==> src/logic/ufc_params.svh <==
// Constants for the serial channel FIFO control block
`ifndef UFC_PARAMS_SVH
`define UFC_PARAMS_SVH

`define UFC_ADDR_W 5
`define UFC_OFF_FIFO_CTRL 5'h00
`define UFC_OFF_IRQ_STAT 5'h04
`define UFC_OFF_IRQ_MASK 5'h08
`define UFC_OFF_FIFO_STAT 5'h0C

`define UFC_BIT_SOFT_RST 15
`define UFC_RX_LVL_HI 8
`define UFC_RX_LVL_LO 7
`define UFC_TX_LVL_HI 4
`define UFC_TX_LVL_LO 3
`define UFC_BIT_TX_CLR 2
`define UFC_BIT_RX_CLR 1
`define UFC_BIT_CLR_EN 0
`define UFC_CTRL_RESET 9'h000

`define UFC_SOFT_RST_CYCLES 3'h4
`define UFC_FIFO_DEPTH 2'h2

`define UFC_IRQ_RX_REQ 0
`define UFC_IRQ_TX_REQ 1
`define UFC_IRQ_SOFT_DONE 2
`define UFC_IRQ_W 3

`define UFC_RESP_OKAY 2'h0
`define UFC_RESP_SLVERR 2'h2

`endif

==> src/logic/ufc_pkg.sv <==
// Types for the serial channel FIFO control block
package ufc_pkg;
   typedef enum logic [1:0] {
      UFC_LVL_ONE = 2'b00,
      UFC_LVL_TWO = 2'b01
   } ufc_level_t;
   typedef enum logic [0:0] {
      UFC_RUN = 1'b0,
      UFC_SOFT_RST = 1'b1
   } ufc_state_t;
endpackage

==> src/logic/ufc_fifo_ctrl.sv <==
// FIFO control register, channel soft reset and request levels
//
// Local design decisions: the address map and register access over AXI4-Lite.
`timescale 1ns/1ps
`default_nettype none
`include "ufc_params.svh"
// What this block does
// RULE1: Writing one to soft reset bit resets channel for exactly 4 clocks.
// RULE2: During soft reset every register access and transfer request is ignored; here bus accesses stall until the reset ends instead.
// RULE3: Host spaces its next channel write after a soft reset by several cycles.
// RULE4: Receive level field 8:7 selects request at one (00) or two (01) bytes.
// RULE5: Transmit level field 4:3 selects request at one (00) or two (01) bytes.
// RULE6: Transmit clear bit 2 empties transmit FIFO only with enable bit set.
// RULE7: Receive clear bit 1 empties receive FIFO only with enable bit set.
// RULE8: Enable bit 0 low blocks both FIFO clears; high allows them.
// RULE9: Host sets enable in the same write as a clear bit.
// RULE10: A FIFO clear holds while its bit and enable stay one.
// RULE11: Soft reset acts regardless of the enable bit.
// RULE12: Receive FIFO holds at most two entries, count zero to two.
// RULE13: Unused bits read zero, ignore writes, all fields reset to zero.
module ufc_fifo_ctrl
   import ufc_pkg::*;
(
   // Clock and reset
   input wire logic clk_i,
   input wire logic rst_n_i,
   // AXI4-Lite slave
   input wire logic [`UFC_ADDR_W-1:0] s_axi_awaddr_i,
   input wire logic s_axi_awvalid_i,
   output logic s_axi_awready_o,
   input wire logic [31:0] s_axi_wdata_i,
   input wire logic [3:0] s_axi_wstrb_i,
   input wire logic s_axi_wvalid_i,
   output logic s_axi_wready_o,
   output logic [1:0] s_axi_bresp_o,
   output logic s_axi_bvalid_o,
   input wire logic s_axi_bready_i,
   input wire logic [`UFC_ADDR_W-1:0] s_axi_araddr_i,
   input wire logic s_axi_arvalid_i,
   output logic s_axi_arready_o,
   output logic [31:0] s_axi_rdata_o,
   output logic [1:0] s_axi_rresp_o,
   output logic s_axi_rvalid_o,
   input wire logic s_axi_rready_i,
   // Fill levels from the channel FIFOs
   input wire logic [1:0] rx_fill_count_i,
   input wire logic [1:0] tx_fill_count_i,
   // Controls to the channel
   output logic channel_soft_reset_o,
   output logic tx_fifo_clear_o,
   output logic rx_fifo_clear_o,
   output logic rx_request_o,
   output logic tx_request_o,
   output logic irq_o
);

   // ----------------------------------------------------------------
   // Register state
   // ----------------------------------------------------------------
   logic [1:0] rx_request_level_r;
   logic [1:0] tx_request_level_r;
   logic tx_fifo_clear_r;
   logic rx_fifo_clear_r;
   logic fifo_clear_enable_r;
   ufc_state_t state_r;
   logic [2:0] rst_cnt_r;
   logic [`UFC_IRQ_W-1:0] irq_stat_r;
   logic [`UFC_IRQ_W-1:0] irq_mask_r;
   logic aw_held_r;
   logic [`UFC_ADDR_W-1:0] awaddr_r;
   logic w_held_r;
   logic [31:0] wdata_r;
   logic [3:0] wstrb_r;
   logic bvalid_r;
   logic [1:0] bresp_r;
   logic rvalid_r;
   logic [31:0] rdata_r;
   logic [1:0] rresp_r;

   // ----------------------------------------------------------------
   // Bus handshake
   // ----------------------------------------------------------------
   wire in_reset = (state_r == UFC_SOFT_RST);
   // Stalling the bus while the channel is down keeps requests pending, not lost
   assign s_axi_awready_o = !aw_held_r && !bvalid_r && !in_reset; // RULE2
   assign s_axi_wready_o = !w_held_r && !bvalid_r && !in_reset; // RULE2
   assign s_axi_arready_o = !rvalid_r && !in_reset; // RULE2
   wire aw_fire = s_axi_awvalid_i && s_axi_awready_o;
   wire w_fire = s_axi_wvalid_i && s_axi_wready_o;
   wire ar_fire = s_axi_arvalid_i && s_axi_arready_o;
   wire aw_have = aw_held_r || aw_fire;
   wire w_have = w_held_r || w_fire;
   wire wr_go = aw_have && w_have && !in_reset;
   wire [`UFC_ADDR_W-1:0] wr_addr = aw_held_r ? awaddr_r : s_axi_awaddr_i;
   wire [31:0] wr_data = w_held_r ? wdata_r : s_axi_wdata_i;
   wire [3:0] wr_strb = w_held_r ? wstrb_r : s_axi_wstrb_i;

   // ----------------------------------------------------------------
   // Write decode
   // ----------------------------------------------------------------
   wire wr_ctrl = wr_go && (wr_addr == `UFC_OFF_FIFO_CTRL);
   wire wr_stat = wr_go && (wr_addr == `UFC_OFF_IRQ_STAT);
   wire wr_mask = wr_go && (wr_addr == `UFC_OFF_IRQ_MASK);
   wire wr_known = wr_ctrl || wr_stat || wr_mask || (wr_addr == `UFC_OFF_FIFO_STAT);
   wire wr_lo = wr_ctrl && wr_strb[0];
   wire wr_hi = wr_ctrl && wr_strb[1];
   wire soft_go = wr_hi && wr_data[`UFC_BIT_SOFT_RST]; // RULE1 RULE11
   wire [`UFC_IRQ_W-1:0] stat_clr = wr_stat && wr_strb[0] ? wr_data[`UFC_IRQ_W-1:0] : 3'h0;

   // ----------------------------------------------------------------
   // Requests and events
   // ----------------------------------------------------------------
   wire [1:0] rx_need = (rx_request_level_r == UFC_LVL_TWO) ? `UFC_FIFO_DEPTH : 2'h1; // RULE4
   wire [1:0] tx_need = (tx_request_level_r == UFC_LVL_TWO) ? `UFC_FIFO_DEPTH : 2'h1; // RULE5
   // Invalid level codes fall back to the one-byte threshold
   wire rx_req = !in_reset && (rx_fill_count_i >= rx_need); // RULE4 RULE12
   wire tx_req = !in_reset && (tx_fill_count_i >= tx_need); // RULE5
   wire soft_done = in_reset && (rst_cnt_r == 3'h1);
   wire [`UFC_IRQ_W-1:0] irq_evt = {soft_done, tx_req, rx_req};
   assign rx_request_o = rx_req;
   assign tx_request_o = tx_req;

   // ----------------------------------------------------------------
   // Control register
   // ----------------------------------------------------------------
   always_ff @(posedge clk_i or negedge rst_n_i) begin
      if (!rst_n_i) begin
         rx_request_level_r <= 2'h0; // RULE13
         tx_request_level_r <= 2'h0;
         tx_fifo_clear_r <= 1'b0;
         rx_fifo_clear_r <= 1'b0;
         fifo_clear_enable_r <= 1'b0;
      end else if (soft_go || in_reset) begin
         // Soft reset returns the control register fields to their reset values; interrupt status and mask keep theirs
         rx_request_level_r <= 2'h0; // RULE1
         tx_request_level_r <= 2'h0;
         tx_fifo_clear_r <= 1'b0;
         rx_fifo_clear_r <= 1'b0;
         fifo_clear_enable_r <= 1'b0;
      end else begin
         if (wr_hi) begin
            rx_request_level_r[1] <= wr_data[`UFC_RX_LVL_HI];
         end
         if (wr_lo) begin
            rx_request_level_r[0] <= wr_data[`UFC_RX_LVL_LO];
            tx_request_level_r <= wr_data[`UFC_TX_LVL_HI:`UFC_TX_LVL_LO];
            tx_fifo_clear_r <= wr_data[`UFC_BIT_TX_CLR];
            rx_fifo_clear_r <= wr_data[`UFC_BIT_RX_CLR];
            fifo_clear_enable_r <= wr_data[`UFC_BIT_CLR_EN];
         end
      end
   end

   assign tx_fifo_clear_o = tx_fifo_clear_r && fifo_clear_enable_r; // RULE6 RULE8 RULE10
   assign rx_fifo_clear_o = rx_fifo_clear_r && fifo_clear_enable_r; // RULE7 RULE8 RULE10
   assign channel_soft_reset_o = in_reset; // RULE1

   // ----------------------------------------------------------------
   // Soft reset sequencer
   // ----------------------------------------------------------------
   always_ff @(posedge clk_i or negedge rst_n_i) begin
      if (!rst_n_i) begin
         state_r <= UFC_RUN;
         rst_cnt_r <= 3'h0;
      end else begin
         case (state_r)
            UFC_RUN: begin
               if (soft_go) begin
                  state_r <= UFC_SOFT_RST; // RULE1
                  rst_cnt_r <= `UFC_SOFT_RST_CYCLES;
               end
            end
            UFC_SOFT_RST: begin
               rst_cnt_r <= rst_cnt_r - 3'h1;
               if (rst_cnt_r == 3'h1) begin
                  state_r <= UFC_RUN;
               end
            end
            default: begin
               state_r <= UFC_RUN;
            end
         endcase
      end
   end

   // ----------------------------------------------------------------
   // Interrupt status and mask
   // ----------------------------------------------------------------
   always_ff @(posedge clk_i or negedge rst_n_i) begin
      if (!rst_n_i) begin
         irq_stat_r <= 3'h0;
         irq_mask_r <= 3'h0;
      end else begin
         // A new event outranks a clear in the same cycle
         irq_stat_r <= (irq_stat_r & ~stat_clr) | irq_evt;
         if (wr_mask && wr_strb[0]) begin
            irq_mask_r <= wr_data[`UFC_IRQ_W-1:0];
         end
      end
   end

   assign irq_o = |(irq_stat_r & irq_mask_r);

   // ----------------------------------------------------------------
   // Write channel holding and response
   // ----------------------------------------------------------------
   always_ff @(posedge clk_i or negedge rst_n_i) begin
      if (!rst_n_i) begin
         aw_held_r <= 1'b0;
         awaddr_r <= 5'h00;
         w_held_r <= 1'b0;
         wdata_r <= 32'h0000_0000;
         wstrb_r <= 4'h0;
         bvalid_r <= 1'b0;
         bresp_r <= 2'h0;
      end else begin
         if (wr_go) begin
            aw_held_r <= 1'b0;
            w_held_r <= 1'b0;
            bvalid_r <= 1'b1;
            bresp_r <= wr_known ? `UFC_RESP_OKAY : `UFC_RESP_SLVERR;
         end else begin
            if (aw_fire) begin
               aw_held_r <= 1'b1;
               awaddr_r <= s_axi_awaddr_i;
            end
            if (w_fire) begin
               w_held_r <= 1'b1;
               wdata_r <= s_axi_wdata_i;
               wstrb_r <= s_axi_wstrb_i;
            end
            if (bvalid_r && s_axi_bready_i) begin
               bvalid_r <= 1'b0;
            end
         end
      end
   end

   assign s_axi_bvalid_o = bvalid_r;
   assign s_axi_bresp_o = bresp_r;

   // ----------------------------------------------------------------
   // Read decode and response
   // ----------------------------------------------------------------
   // Bits 15:9 read as zero; the soft reset bit is write-only
   wire [31:0] ctrl_view = {16'h0000, 7'h00, rx_request_level_r, 2'h0, tx_request_level_r,
                            tx_fifo_clear_r, rx_fifo_clear_r, fifo_clear_enable_r}; // RULE13
   wire [31:0] fill_view = {28'h0000000, tx_fill_count_i, rx_fill_count_i};
   wire rd_ctrl = (s_axi_araddr_i == `UFC_OFF_FIFO_CTRL);
   wire rd_stat = (s_axi_araddr_i == `UFC_OFF_IRQ_STAT);
   wire rd_mask = (s_axi_araddr_i == `UFC_OFF_IRQ_MASK);
   wire rd_fill = (s_axi_araddr_i == `UFC_OFF_FIFO_STAT);
   wire rd_known = rd_ctrl || rd_stat || rd_mask || rd_fill;
   wire [31:0] rd_val = rd_ctrl ? ctrl_view :
                        rd_stat ? {29'h0000000, irq_stat_r} :
                        rd_mask ? {29'h0000000, irq_mask_r} :
                        rd_fill ? fill_view : 32'h0000_0000;

   always_ff @(posedge clk_i or negedge rst_n_i) begin
      if (!rst_n_i) begin
         rvalid_r <= 1'b0;
         rdata_r <= 32'h0000_0000;
         rresp_r <= 2'h0;
      end else if (ar_fire) begin
         rvalid_r <= 1'b1;
         rdata_r <= rd_val;
         rresp_r <= rd_known ? `UFC_RESP_OKAY : `UFC_RESP_SLVERR;
      end else if (rvalid_r && s_axi_rready_i) begin
         rvalid_r <= 1'b0;
      end
   end

   assign s_axi_rvalid_o = rvalid_r;
   assign s_axi_rdata_o = rdata_r;
   assign s_axi_rresp_o = rresp_r;

endmodule
`default_nettype wire

==> config.mk <==
export PLATFORM = sky130hd
export DESIGN_NAME = ufc_fifo_ctrl
export DESIGN_NICKNAME = d
export VERILOG_FILES = /design/src/logic/ufc_pkg.sv /design/src/logic/ufc_fifo_ctrl.sv
export VERILOG_INCLUDE_DIRS = /design/src /design/src/logic
export SDC_FILE = /design/constraint.sdc
export NUM_CORES = 1
export LEC_CHECK = 0
export BUFFER_PORTS_ARGS = -buffer_cell sky130_fd_sc_hd__buf_4
export CAP_MARGIN = 0
export CORE_ASPECT_RATIO = 0.9
export CORE_MARGIN = 8
export CORE_UTILIZATION = 48
export DETAILED_ROUTE_END_ITERATION = 16
export GPL_TIMING_DRIVEN = 1
export PLACE_DENSITY_LB_ADDON = 0.15
export SETUP_SLACK_MARGIN = 0.2
export SLEW_MARGIN = 10
export SYNTH_ARGS = -nofsm -noshare
export SYNTH_HDL_FRONTEND = slang
export SYNTH_SLANG_ARGS = --single-unit
==> constraint.sdc <==
create_clock -name clk_i -period 2.2 [get_ports clk_i]
set_input_delay 0.22 -clock clk_i [delete_from_list [all_inputs] [get_ports clk_i]]
set_output_delay 0.22 -clock clk_i [all_outputs]
set_load 0.01 [all_outputs]
==> results.cfg <==
[timing]
fin_skew_ns = 0.00859
fin_crit_ns = 1.91
finalSetupTns_ns = 0
tightestPinTransition_ns = 0.575
hold_viol_final = 0
finalCritPeriodShare = 0.869
max_slew_margin = 0.617
worst_slack_ns = 0.289
fmaxAchievable_ghz = 0.523
setup_viol = 0
rsz0062_at_grt = false
slew_violations = 0

[routing]
post_drt_wl_per_cell_microns = 15.8
drt-met1-wl_microns = 2500
drt-total-wl_microns = 5750
route.met2.wl_microns = 2830
detail_route.drc_violations = 0
ant_nets = 0
route.met3.wl_microns = 388
dr.pass1.iters = 4
drt_iter0_markers = 175
vias_per_cell = 5.27
via_count = 1918
highest_layer = met4

[placed_design]
dp_hpwl_microns = 4460
place_ws_ns = 0.196
dp.cells = 352
io_buffers = 50
gp_congestion = 0.773
placed_area_sq_mm = 0.00293

[yosys]
synthArstFlopShare = 1.00
synth-xor-area-share = 0.00346
ys_ff_latch = 45
synth_top_family_by_area = multiplexers
yosysWarnings = 0
synthAdderAreaFrac = 0.0296
synth_mux_area_frac = 0.150
netlist_area_sq_mm = 0.00253
synthCells = 234
synth_cell_types = 50
synth_compound_area_frac = 0.125
synth-simple-area-share = 0.131
synth-edff-count = 0
avgSynthCellArea_sq_um = 10.8
synth_flop_cell = dfrtp_1
ys_seq_area_frac = 0.445

[grt]
grt_usage = 0.144
grt_pass1_wl_microns = 9450
grt_antenna_before_repair = 0
overflow = 0
grt_pass1_vias = 1987
grt_max_degree = 46

[finish]
antenna-diode-count = 0
final_cells = 364
drive_gt1_frac = 0.377
area_delta_synth_final_pct = 22.7
fin_nets = 359
fin_area_sq_mm = 0.00311

[clock_network]
clk_latency_ns = 0.30
clockRootBuffer = clkbuf_8
cts_tree = done
cts_buffers = 5
clock_path_buffers = 2
cts.clk_slew.worst_paths_ns = 0.09
htree_levels = 2
cts_sinks = 45

[floorplanning]
io_pins = 104
die_height_microns = 84.9
dieArea_sq_mm = 0.00786
die_w_microns = 92.6
row_count = 25
start_util = 0.491
core_area_sq_mm = 0.00516

[job]
cap_violations = 0

[power_and_ir_drop]
power.density_mw_per_mm2 = 1150
leakagePower_nw = 1.44
peakVddDrop_mv = 0.689
design_power_total_mw = 3.56

[worst_setup_path]
criticalPathCategory = reg -> out
crit_required_ns = 1.98
path_max_fanout = 3
crit_path_end_kind = output pin
start_kind = flop
arrival_ns = 1.69

[status]
status = finished, final reports clean

[worst_hold_path]
hold_class = in -> reg
## metrics by stage
step,utilization,hold WS [ns]
finish,0.602,0.0863
detailed placement,0.568,0.263
global route,0.602,0.0805
floorplan,-,-0.0756
CTS,0.588,0.0784
global placement,0.568,0.261
## kinds of logic after synthesis
logic type,after synthesis
adders and majority gates,6
other,1
muxes,31
xor gates and xnor gates,1
and+or+nand+nor,57
buffers and inverters,49
AOI/OAI and AO/OA,44
DFF,45
## cell usage after synthesis, types with 4 or more instances
| cell type | n | area, sq um |
|---|---|---|
| o21ai_0 | 6 | 30.0 |
| nand2b_1 | 6 | 37.5 |
| nor3_1 | 9 | 45.0 |
| inv_1 | 13 | 48.8 |
| ha_1 | 6 | 75.1 |
| mux2_2 | 25 | 282 |
| dfrtp_1 | 45 | 1130 |
| a22o_1 | 7 | 61.3 |
| buf_2 | 5 | 25.0 |
| buf_4 | 27 | 203 |
| a31oi_1 | 7 | 43.8 |
| nor2_1 | 10 | 37.5 |
| a21oi_1 | 6 | 30.0 |
| nand2_1 | 4 | 15.0 |
| nor4_1 | 8 | 50.1 |
## layout by cell type, fill, tap and decap left out, types with 6 or more instances in the layout
cell type   n
a22o_1      7
a31oi_1     7
buf_4      64
conb_1     27
dfrtp_1    45
ha_1        6
inv_1      13
mux2_2     25
nor2_1     10
nor3_1      9
nor4_1      8
o21ai_0     6
## registers in the layout (all words and copies together) (netlist names), 2 cells and up
signal and cells:
irq_mask_r 3, awaddr_r 5, wstrb_r 2, wdata_r 8
tx_request_level_r 2, rst_cnt_r 3, irq_stat_r 3, rx_request_level_r 2
s_axi_rdata_o 7
## layer usage
metal / up-vias / track usage
li1: 933 / -
met4: 0 / 0.0307
met1: 925 / 0.177
met2: 56 / 0.245
met3: 4 / 0.0414
met5: - / 0
## what timing repair did
item,in CTS,in global routing
hold buffers,1,0
buffers inserted,0,3
hold endpoints to repair,45,0
pin swaps,0,3
gates resized for setup,1,9
setup endpoints to repair,1,17
## layout make-up
type / instances / area (sq um)
clock buffer: 5 / 68.8
clock inverter: 3 / 21.3
fill: 470 / 2050
inverter: 13 / 48.8
multi-input combinational: 166 / 1270
sequential: 45 / 1130
tap: 67 / 83.8
timing repair buffer: 65 / 490
## worst max-delay path: stages (launching register included)
cell      delay (ns)
dfrtp_1         0.41
nand2b_1        0.18
ha_1            0.27
nand2b_1        0.15
a21oi_2         0.17
nor2_1          0.08
buf_4           0.14
## power by group
part           internal (mW)  switching [mW]
Clock                  0.226           0.295
Sequential              1.15           0.251
Combinational          0.852           0.788
Total                   2.22            1.33
## path summary, 6_finish.rpt
kind,from,endpoint,slack [ns],depth (start not counted)
max,tx_request_level_r[1]$_DFFE_PN0P_,tx_request_o,0.29,6
max in group asynchronous,rst_n_i,s_axi_rdata_o[2]$_DFFE_PN0P_,1.35,2
max reg2reg,awaddr_r[0]$_DFFE_PN0P_,rst_cnt_r[1]$_DFFE_PN0P_,0.29,5
min,s_axi_rready_i,s_axi_rvalid_o$_DFFE_PN0P_,0.09,2
min in group asynchronous,rst_n_i,wdata_r[8]$_DFFE_PN0P_,0.46,2
min reg2reg,s_axi_rdata_o[3]$_DFFE_PN0P_,s_axi_rdata_o[3]$_DFFE_PN0P_,0.49,2
Power figures use the tool's default switching activity.
